`src/hw/ccs_pkg.sv`:
```
package ccs_pkg;
	// Reference clock rate
	localparam int unsigned CLK_HZ = 40000000;
	// Switching frequency select codes
	localparam logic [1:0] FREQ_300K = 2'h0;
	localparam logic [1:0] FREQ_400K = 2'h1;
	localparam logic [1:0] FREQ_600K = 2'h2;
	localparam logic [1:0] FREQ_800K = 2'h3;
	localparam logic [1:0] FREQ_RST = FREQ_800K;
	localparam int unsigned F300_HZ = 300000;
	localparam int unsigned F400_HZ = 400000;
	localparam int unsigned F600_HZ = 600000;
	localparam int unsigned F800_HZ = 800000;
	// Cycle lengths in clocks per switching period
	localparam logic [7:0] PER_300K = 8'(CLK_HZ / F300_HZ);
	localparam logic [7:0] PER_400K = 8'(CLK_HZ / F400_HZ);
	localparam logic [7:0] PER_600K = 8'(CLK_HZ / F600_HZ);
	localparam logic [7:0] PER_800K = 8'(CLK_HZ / F800_HZ);
	// Dead time in clocks
	localparam logic [3:0] DEAD_CYC = 4'h2;
	// Watchdog select codes and periods
	localparam logic [1:0] WD_OFF = 2'h0;
	localparam logic [1:0] WD_5S = 2'h1;
	localparam logic [1:0] WD_78S = 2'h2;
	localparam logic [1:0] WD_155S = 2'h3;
	localparam logic [1:0] WD_RST = WD_155S;
	localparam longint unsigned WD_5S_SEC = 5;
	localparam longint unsigned WD_78S_SEC = 78;
	localparam longint unsigned WD_155S_SEC = 155;
	// Deglitch and response times
	localparam int unsigned OCP_DEG_US = 6000;
	localparam int unsigned OVP_DEG_US = 30000;
	localparam int unsigned BATREM_US = 100;
	localparam longint unsigned OCP_DEG_CYC = longint'(CLK_HZ) * OCP_DEG_US / 1000000 + 1;
	localparam longint unsigned OVP_DEG_CYC = longint'(CLK_HZ) * OVP_DEG_US / 1000000 + 1;
	// Charge current setting limits selecting 6A, 9A, 12A peak thresholds
	localparam logic [6:0] CHG_LIM_LO = 7'h20;
	localparam logic [6:0] CHG_LIM_MID = 7'h40;
	localparam logic [1:0] OCP_6A = 2'h0;
	localparam logic [1:0] OCP_9A = 2'h1;
	localparam logic [1:0] OCP_12A = 2'h2;

	// Converter mode
	typedef enum logic [1:0] {
		CCS_MODE_CHARGE = 2'h0,
		CCS_MODE_HYBRID = 2'h1,
		CCS_MODE_BOOST = 2'h2,
		CCS_MODE_IDLE = 2'h3
	} ccs_mode_t;

	// Gate phase, one-hot
	typedef enum logic [3:0] {
		PH_HS = 4'b0001,
		PH_DT1 = 4'b0010,
		PH_LS = 4'b0100,
		PH_DT2 = 4'b1000
	} ccs_phase_t;

	// Analog comparator inputs
	typedef struct packed {
		logic eao_above_ramp;
		logic ls_under_current;
		logic chg_below_125ma;
		logic chg_above_250ma;
		logic dchg_below_300ma;
		logic dchg_above_550ma;
		logic ocp_over_6a;
		logic ocp_over_9a;
		logic ocp_over_12a;
		logic input_over_1p25;
		logic input_over_2;
		logic battery_overvoltage;
		logic battery_depleted;
		logic adapter_detect;
		logic battery_present_n;
	} ccs_sense_t;

	// Switch drives
	typedef struct packed {
		logic high_side_switch;
		logic low_side_switch;
		logic adapter_switch;
		logic reverse_block_switch;
		logic battery_switch;
		logic srp_sink;
	} ccs_drive_t;
endpackage

```
`src/hw/ccs_deglitch.sv`:
```
`timescale 1ns/1ps
// Counts while the condition holds; restarts from zero once it clears
module ccs_deglitch #(
	parameter longint unsigned LIMIT = 64'd16
) (
	// Clock and reset
	input wire logic clk_i,
	input wire logic sys_rst_i,
	// Condition and expiry
	input wire logic cond_i,
	output logic expired_o
);
	typedef struct packed {
		logic [23:0] cnt;
		logic done;
	} ccs_dg_t;
	ccs_dg_t st_ff;
	ccs_dg_t nxt_st;

	// Counter with restart on clear
	always_comb begin
		nxt_st = st_ff;
		if (!cond_i) begin
			nxt_st.cnt = 24'h0;
			nxt_st.done = 1'b0;
		end else if (64'(st_ff.cnt) >= LIMIT - 1) begin
			nxt_st.done = 1'b1;
		end else begin
			nxt_st.cnt = st_ff.cnt + 24'h1;
		end
	end

	always_ff @(posedge clk_i or posedge sys_rst_i) begin
		if (sys_rst_i) begin
			st_ff <= '0;
		end else begin
			st_ff <= nxt_st;
		end
	end

	assign expired_o = st_ff.done;
endmodule

```
`src/hw/ccs_top.sv`:
```
`timescale 1ns/1ps
// Summary of operation
// - Switching period picked from 300/400/600/800kHz by two bits, 800kHz after reset.
// - High side on at cycle start until ramp passes error amp, then low side.
// - Dead time with both switches off at every transition.
// - Low side off for rest of cycle when its current drops below 0.54A.
// - Charge light load below 125mA keeps low side off until above 250mA.
// - Boost light load below 300mA keeps high side off until above 550mA.
// - Calibration enable turns adapter switches off and battery switch on.
// - Battery depletion ends calibration, restores adapter, clears enable.
// - Adapter removal clears calibration enable; battery switch stays on.
// - Battery removal ends calibration; adapter switches on within 100us.
// - Watchdog timeout suspends charge and boost unless restarted by writes.
// - Watchdog period 155s default, 78s, 5s or off; change restarts it.
// - Timeout keeps settings; suspended until a restart event.
// - Input limit 1.25x or 2x critical current; enable bit can disable it.
// - Over-current beyond 6ms latches adapter switches off until adapter removed.
// - Peak charge threshold 6A, 9A or 12A from charge current setting.
// - Peak over-current turns high side off until next cycle start.
// - Charge overvoltage holds both off; beyond 30ms disables charger.
// - Discharge sink enabled while battery overvoltage is present in charge mode.
// - Battery overvoltage ignored during boost modes.
module ccs_top #(
	parameter longint unsigned WD_SCALE = 64'd40000000,
	parameter longint unsigned OCP_CYC = ccs_pkg::OCP_DEG_CYC,
	parameter longint unsigned OVP_CYC = ccs_pkg::OVP_DEG_CYC
) (
	// Clock and reset
	input wire logic clk_i,
	input wire logic sys_rst_i,
	// Host settings
	input wire logic [1:0] switching_freq_select_i,
	input wire logic [1:0] watchdog_period_select_i,
	input wire logic input_ocp_threshold_select_i,
	input wire logic input_ocp_enable_i,
	input wire logic [6:0] charge_current_setting_i,
	input wire logic charge_write_i,
	input wire ccs_pkg::ccs_mode_t mode_i,
	input wire logic calibration_enable_set_i,
	// Analog comparators and pins
	input wire ccs_pkg::ccs_sense_t sense_i,
	// Switch drives
	output ccs_pkg::ccs_drive_t drive_o,
	// Status
	output logic calibration_discharge_enable_o,
	output logic watchdog_expired_o,
	output logic input_overcurrent_latched_o,
	output logic charger_disabled_o,
	output logic [1:0] charge_ocp_level_o
);
	typedef struct packed {
		ccs_pkg::ccs_sense_t s1;
		ccs_pkg::ccs_sense_t s2;
		ccs_pkg::ccs_sense_t s3;
		ccs_pkg::ccs_sense_t sv;
		ccs_pkg::ccs_phase_t phase;
		logic [7:0] cyc;
		logic [3:0] dead;
		logic ls_cut;
		logic hs_cut;
		logic ll_chg;
		logic ll_bst;
		logic cal_en;
		logic bat_prev_n;
		logic [39:0] wd_cnt;
		logic [1:0] wd_sel;
		logic wd_exp;
		logic ocp_latch;
		logic chg_dis;
		logic [1:0] ocp_lvl;
		ccs_pkg::ccs_drive_t drv;
	} ccs_st_t;

	ccs_st_t st_ff;
	ccs_st_t nxt_st;
	logic ocp_exp;
	logic ovp_exp;
	logic in_oc;
	logic ovp_active;

	// Cycle length for a frequency code
	function automatic logic [7:0] period_of(input logic [1:0] sel);
		case (sel)
			ccs_pkg::FREQ_300K: period_of = ccs_pkg::PER_300K;
			ccs_pkg::FREQ_400K: period_of = ccs_pkg::PER_400K;
			ccs_pkg::FREQ_600K: period_of = ccs_pkg::PER_600K;
			default: period_of = ccs_pkg::PER_800K;
		endcase
	endfunction

	// Watchdog limit for a period code, zero when off
	function automatic logic [39:0] wd_limit(input logic [1:0] sel);
		case (sel)
			ccs_pkg::WD_5S: wd_limit = 40'(ccs_pkg::WD_5S_SEC * WD_SCALE);
			ccs_pkg::WD_78S: wd_limit = 40'(ccs_pkg::WD_78S_SEC * WD_SCALE);
			ccs_pkg::WD_155S: wd_limit = 40'(ccs_pkg::WD_155S_SEC * WD_SCALE);
			default: wd_limit = 40'h0;
		endcase
	endfunction

	// Input over-current at the chosen multiple, gated by enable
	assign in_oc = input_ocp_enable_i && (input_ocp_threshold_select_i ? st_ff.sv.input_over_2
		: st_ff.sv.input_over_1p25);
	// Overvoltage counts only while charging
	assign ovp_active = st_ff.sv.battery_overvoltage && (mode_i == ccs_pkg::CCS_MODE_CHARGE);

	ccs_deglitch #(
		.LIMIT(OCP_CYC)
	) u_ocp_dg (
		.clk_i(clk_i),
		.sys_rst_i(sys_rst_i),
		.cond_i(in_oc),
		.expired_o(ocp_exp)
	);

	ccs_deglitch #(
		.LIMIT(OVP_CYC)
	) u_ovp_dg (
		.clk_i(clk_i),
		.sys_rst_i(sys_rst_i),
		.cond_i(ovp_active),
		.expired_o(ovp_exp)
	);

	// Next-state logic
	always_comb begin
		logic cyc_end;
		logic run;
		logic chg;
		logic bst;
		logic peak_oc;
		logic bat_rise;
		cyc_end = 1'b0;
		run = 1'b0;
		chg = 1'b0;
		bst = 1'b0;
		peak_oc = 1'b0;
		bat_rise = 1'b0;
		nxt_st = st_ff;

		// Three-stage sampling; accept a change when stages two and three agree
		nxt_st.s1 = sense_i;
		nxt_st.s2 = st_ff.s1;
		nxt_st.s3 = st_ff.s2;
		for (int i = 0; i < $bits(ccs_pkg::ccs_sense_t); i++) begin
			if (st_ff.s2[i] == st_ff.s3[i]) begin
				nxt_st.sv[i] = st_ff.s3[i];
			end
		end

		// Peak threshold chosen from the charge current setting
		if (charge_current_setting_i < ccs_pkg::CHG_LIM_LO) begin
			nxt_st.ocp_lvl = ccs_pkg::OCP_6A;
		end else if (charge_current_setting_i < ccs_pkg::CHG_LIM_MID) begin
			nxt_st.ocp_lvl = ccs_pkg::OCP_9A;
		end else begin
			nxt_st.ocp_lvl = ccs_pkg::OCP_12A;
		end
		case (st_ff.ocp_lvl)
			ccs_pkg::OCP_6A: peak_oc = st_ff.sv.ocp_over_6a;
			ccs_pkg::OCP_9A: peak_oc = st_ff.sv.ocp_over_9a;
			default: peak_oc = st_ff.sv.ocp_over_12a;
		endcase

		// Watchdog: restart on writes or period change, stop at timeout
		nxt_st.wd_sel = watchdog_period_select_i;
		if (charge_write_i || (watchdog_period_select_i != st_ff.wd_sel)) begin
			nxt_st.wd_cnt = 40'h0;
			nxt_st.wd_exp = 1'b0;
		end else if (st_ff.wd_sel == ccs_pkg::WD_OFF) begin
			nxt_st.wd_cnt = 40'h0;
			nxt_st.wd_exp = 1'b0;
		end else if (!st_ff.wd_exp) begin
			if (st_ff.wd_cnt + 40'h1 >= wd_limit(st_ff.wd_sel)) begin
				nxt_st.wd_exp = 1'b1;
			end else begin
				nxt_st.wd_cnt = st_ff.wd_cnt + 40'h1;
			end
		end

		// Input over-current latch, cleared by adapter removal; a fresh trip wins
		if (ocp_exp) begin
			nxt_st.ocp_latch = 1'b1;
		end else if (!st_ff.sv.adapter_detect) begin
			nxt_st.ocp_latch = 1'b0;
		end

		// Overvoltage beyond the deglitch disables the charger
		if (ovp_exp) begin
			nxt_st.chg_dis = 1'b1;
		end

		// Calibration discharge control
		bat_rise = st_ff.sv.battery_present_n && !st_ff.bat_prev_n;
		nxt_st.bat_prev_n = st_ff.sv.battery_present_n;
		if (st_ff.cal_en && (!st_ff.sv.adapter_detect || st_ff.sv.battery_depleted || bat_rise)) begin
			nxt_st.cal_en = 1'b0;
		end else if (calibration_enable_set_i && st_ff.sv.adapter_detect) begin
			nxt_st.cal_en = 1'b1;
		end

		// Path switches
		nxt_st.drv.adapter_switch = st_ff.sv.adapter_detect && !st_ff.ocp_latch && !nxt_st.cal_en
			&& !(st_ff.sv.input_over_1p25 && ocp_exp && input_ocp_enable_i);
		nxt_st.drv.reverse_block_switch = nxt_st.drv.adapter_switch;
		nxt_st.drv.battery_switch = nxt_st.cal_en || !st_ff.sv.adapter_detect
			|| mode_i == ccs_pkg::CCS_MODE_HYBRID || mode_i == ccs_pkg::CCS_MODE_BOOST;
		nxt_st.drv.srp_sink = st_ff.sv.battery_overvoltage && mode_i == ccs_pkg::CCS_MODE_CHARGE;

		// Light-load hysteresis
		if (st_ff.sv.chg_below_125ma) begin
			nxt_st.ll_chg = 1'b1;
		end else if (st_ff.sv.chg_above_250ma) begin
			nxt_st.ll_chg = 1'b0;
		end
		if (st_ff.sv.dchg_below_300ma) begin
			nxt_st.ll_bst = 1'b1;
		end else if (st_ff.sv.dchg_above_550ma) begin
			nxt_st.ll_bst = 1'b0;
		end

		// Converter allowed to switch
		chg = mode_i == ccs_pkg::CCS_MODE_CHARGE && !st_ff.chg_dis && !ovp_active;
		bst = mode_i == ccs_pkg::CCS_MODE_HYBRID || mode_i == ccs_pkg::CCS_MODE_BOOST;
		run = (chg || bst) && !st_ff.wd_exp;

		// Switching cycle counter
		if (st_ff.cyc + 8'h1 >= period_of(switching_freq_select_i)) begin
			nxt_st.cyc = 8'h0;
			cyc_end = 1'b1;
		end else begin
			nxt_st.cyc = st_ff.cyc + 8'h1;
		end

		// Per-cycle cut flags
		if (cyc_end) begin
			nxt_st.ls_cut = 1'b0;
			nxt_st.hs_cut = 1'b0;
		end else begin
			if (st_ff.phase == ccs_pkg::PH_LS && st_ff.sv.ls_under_current) begin
				nxt_st.ls_cut = 1'b1;
			end
			if (peak_oc) begin
				nxt_st.hs_cut = 1'b1;
			end
		end

		// Gate phase sequencing with dead time
		nxt_st.dead = (st_ff.dead != 4'h0) ? st_ff.dead - 4'h1 : 4'h0;
		case (st_ff.phase)
			ccs_pkg::PH_HS: begin
				if (!st_ff.sv.eao_above_ramp || cyc_end || peak_oc) begin
					nxt_st.phase = ccs_pkg::PH_DT1;
					nxt_st.dead = ccs_pkg::DEAD_CYC;
				end
			end
			ccs_pkg::PH_DT1: begin
				if (cyc_end) begin
					nxt_st.phase = ccs_pkg::PH_DT2;
					nxt_st.dead = ccs_pkg::DEAD_CYC;
				end else if (st_ff.dead == 4'h0) begin
					nxt_st.phase = ccs_pkg::PH_LS;
				end
			end
			ccs_pkg::PH_LS: begin
				if (cyc_end) begin
					nxt_st.phase = ccs_pkg::PH_DT2;
					nxt_st.dead = ccs_pkg::DEAD_CYC;
				end
			end
			ccs_pkg::PH_DT2: begin
				if (st_ff.dead == 4'h0) begin
					nxt_st.phase = ccs_pkg::PH_HS;
				end
			end
			default: begin
				nxt_st.phase = ccs_pkg::PH_DT2;
			end
		endcase

		// Gate outputs: only in their phase, never together
		nxt_st.drv.high_side_switch = run && nxt_st.phase == ccs_pkg::PH_HS
			&& !nxt_st.hs_cut && !(bst && st_ff.ll_bst);
		nxt_st.drv.low_side_switch = run && nxt_st.phase == ccs_pkg::PH_LS && !nxt_st.ls_cut
			&& !(chg && st_ff.ll_chg);
	end

	// State register
	always_ff @(posedge clk_i or posedge sys_rst_i) begin
		if (sys_rst_i) begin
			st_ff <= '0;
			st_ff.phase <= ccs_pkg::PH_DT2;
			st_ff.dead <= ccs_pkg::DEAD_CYC;
			st_ff.wd_sel <= ccs_pkg::WD_RST;
			st_ff.bat_prev_n <= 1'b1;
		end else begin
			st_ff <= nxt_st;
		end
	end

	// Outputs straight from state
	assign drive_o = st_ff.drv;
	assign calibration_discharge_enable_o = st_ff.cal_en;
	assign watchdog_expired_o = st_ff.wd_exp;
	assign input_overcurrent_latched_o = st_ff.ocp_latch;
	assign charger_disabled_o = st_ff.chg_dis;
	assign charge_ocp_level_o = st_ff.ocp_lvl;
endmodule

```
`config.mk`:
```
export PLATFORM = sky130hd
export DESIGN_NAME = ccs_top
export DESIGN_NICKNAME = d
export VERILOG_FILES = /design/src/hw/ccs_pkg.sv /design/src/hw/ccs_deglitch.sv /design/src/hw/ccs_top.sv
export SDC_FILE = /design/constraint.sdc
export NUM_CORES = 1
export LEC_CHECK = 0
export BUFFER_PORTS_ARGS = -buffer_cell sky130_fd_sc_hd__buf_2
export CAP_MARGIN = 20
export CORE_MARGIN = 2
export CORE_UTILIZATION = 67
export CTS_CLUSTER_DIAMETER = 120
export CTS_CLUSTER_SIZE = 24
export DETAILED_ROUTE_END_ITERATION = 16
export PLACE_DENSITY = 0.94
export SYNTH_ARGS = -nofsm -noshare
export SYNTH_HDL_FRONTEND = slang
export SYNTH_HIERARCHICAL = 1
export SYNTH_SLANG_ARGS = --single-unit
```
`constraint.sdc`:
```
create_clock -name clk_i -period 11.25 [get_ports clk_i]
set_input_delay 2.25 -clock clk_i [delete_from_list [all_inputs] [get_ports clk_i]]
set_output_delay 2.25 -clock clk_i [all_outputs]
set_load 0.01 [all_outputs]
```
==> run metrics <==
status=finished, final reports clean; Die ar.=15200 um2; Post-Syn Area=9530 um2; CP required=11.59 ns; worst skew pair latency=0.44 ns; Ys Warns=6; asr flop ratio synth=100%; Starting Density=68.6%; hpwl dp=13.1 mm; total CTS buffers=17; GPL Wtd Cong=0.854; Routed wire per std cell=17.4 um; initial antenna violation count=0; Ports=46; GRT overflow=0; Final Max Tran Viols=0; Worst-path clk slew=0.07 ns; vias in the first global route=6726; drt drc=0; setup_tns=0 ns; share of cells above drive strength 1=12.2%; CTS tree=built; relative slew slack=31.8%; setup violators final=0; RSZ-0062 raised after global routing=false; Post-CTS Setup Inserts=0; ANT nets after route=0; Post-synth EDFFs=0; post-layout min period=5.13 ns; nets=1022; fmax=0.195 GHz; most common cell in the netlist=dfrtp_1; post-CTS sizing=0; CP Launch Type=flop; Yosys top cell area share=47.0%; # port buffers=40; die width=123 um; total iterations of the first detailed-routing run=5; element type at the critical path end=flop; number of synthesized register bits=184; largest net degree at the start of global routing=70; Max VDD drop=0.000114 V; clk_skew=0.0112 ns; Critical Path AT=5.47 ns; hold slack=0.349 ns; first-pass GRT wire length=32.3 mm; register area share after synthesis=48.4%; slew of the pin with the lowest slew margin=1.02 ns; Synth top cells by count=dfrtp_1 (179), nand2_1 (66), nor2_1 (62), ha_1 (51), a21oi_1 (42); Leakage Power=4.71 nW; Synth area leaders=dfrtp_1 (47%), ha_1 (6.7%), xnor2_1 (3.6%); wirelength, routed=19.7 mm; vias=7075; Mapped Nets=997; All-Layer GR Usage=27.4%; pwr/cell area=145 nW/um2; ANT cells=0; final worst-path cycle share=45.6%; Netlist cell types=73; Mapped Cells=912; Synth area leader=dfrtp_1; FP Rows=43; Critical Path Fanout Max=29; synthesis-to-layout area growth=9.26%; Avg Synthesized Cell Area=10.4 um2; Core ar.=13900 um2; CTS Buffer Depth=2; Hold Buf Count CTS=0; DR vias/cell=6.26; Hold Crit Class=reg -> reg; starting DRC count in detailed routing=568; CP Class=reg -> reg; Fin. Hold Viols=0; H-tree depth=4; clk sinks=184; main flop type after synthesis=dfrtp_1; Root Driver=clkbuf_16; max-cap violation count=0; Die Y=123 um
## per-stage QoR
stage	cell area [um2]	utilization [%]	worst slack [ns]	instances	power [W]
floorplan	9530	-	5.43	912	0.000873
global placement	9800	70.6	6.43	1097	0.000906
detailed placement	9800	70.6	6.20	1097	0.000918
CTS	10400	74.9	6.23	1129	0.00152
global route	10400	75.0	5.82	1130	0.00158
finish	10400	75.0	6.12	1130	0.00151
## state kept, by name (all words and copies together), names as in the netlist, 2 cells and up
signal              count
charge_ocp_level_o      2
drive_o                 5
nxt_st                 31
st_ff                  92
u_ocp_dg/st_ff         24
u_ovp_dg/st_ff         24
## power breakdown
group | total [W] | internal [W] | leakage [nW] | switching [W]
logic | 0.000170 | 0.0000693 | 2.05 | 0.000101
clock network | 0.000600 | 0.000332 | 0.284 | 0.000268
registers | 0.000741 | 0.000704 | 2.38 | 0.0000372
total | 0.00151 | 0.00111 | 4.71 | 0.000406
## worst max-delay path, cell delays in order (launching register included)
cell,delay [ns]
dfrtp_1,0.41
ha_1,0.32
nand3_1,0.15
nor2_1,0.42
nand4_1,0.37
nor2_1,0.31
nand3_1,0.13
xnor2_1,0.18
ha_1,0.21
a211o_1,0.23
a31o_1,0.20
o21ai_0,0.16
o311ai_1,0.20
a2111o_1,0.70
buf_4,0.33
or4_1,0.53
a21oi_1,0.16
## cells by family (layout without fill, tap and decap cells)
family | count (synthesis) | count (layout) | share of synthesized area (%)
and+or+nand+nor | 366 | 366 | 21.7
DFF | 184 | 184 | 48.4
AOI/OAI and AO/OA | 140 | 140 | 10.7
buffers and inverters | 81 | 119 | 3.72
adders and majority gates | 66 | 66 | 8.28
xor gates and xnor gates | 54 | 54 | 4.97
muxes | 21 | 21 | 2.22
## layer usage
metal  routed length, um  share of wire (%)  vias up  GRT usage (%)
met5                   0                  0        -              0
met1                8720                 44     3460           37.0
li1                    -                  -     3341              -
met3                1100                5.6       44           6.13
met2                9450                 48      230           44.1
met4                 404                2.1        0           9.38
## final cells by class
type | instances | area [um2]
sequential | 184 | 4610
timing repair buffer | 47 | 256
inverter | 40 | 155
clock inverter | 15 | 168
fill | 886 | 3470
tap | 180 | 225
multi-input combinational | 647 | 4570
clock buffer | 17 | 425
## final timing paths
check                             from          to  slack [ns]  cells after the start
max                          st_ff[13]   st_ff[21]        6.12                     16
min                        nxt_st[113]  nxt_st[98]        0.35                      0
max reg2reg                  st_ff[13]   st_ff[21]        6.12                     16
min reg2reg                nxt_st[113]  nxt_st[98]        0.35                      0
max in group asynchronous    sys_rst_i   st_ff[46]        8.11                      3
min in group asynchronous    sys_rst_i   st_ff[32]        1.90                      2
## cells in the final DEF, fill, tap and decap left out, types with 11 or more instances in the layout
cell / netlist / routed
nand3_1: 41 / 41
nor3_1: 23 / 23
o21ai_0: 11 / 11
nand2_1: 66 / 66
ha_1: 51 / 51
o31ai_1: 22 / 22
or4_1: 21 / 21
nor2_1: 62 / 62
xor2_1: 15 / 15
nor4_1: 12 / 11
maj3_1: 15 / 15
dfrtp_1: 179 / 179
and2_1: 28 / 28
clkbuf_16: 0 / 17
buf_2: 4 / 40
nand4_1: 24 / 24
a21oi_1: 42 / 42
inv_1: 40 / 39
xnor2_1: 39 / 39
nand2b_1: 18 / 18
mux2i_1: 20 / 20
and3_1: 15 / 15
No activity file was read; power rests on OpenSTA's default activity.
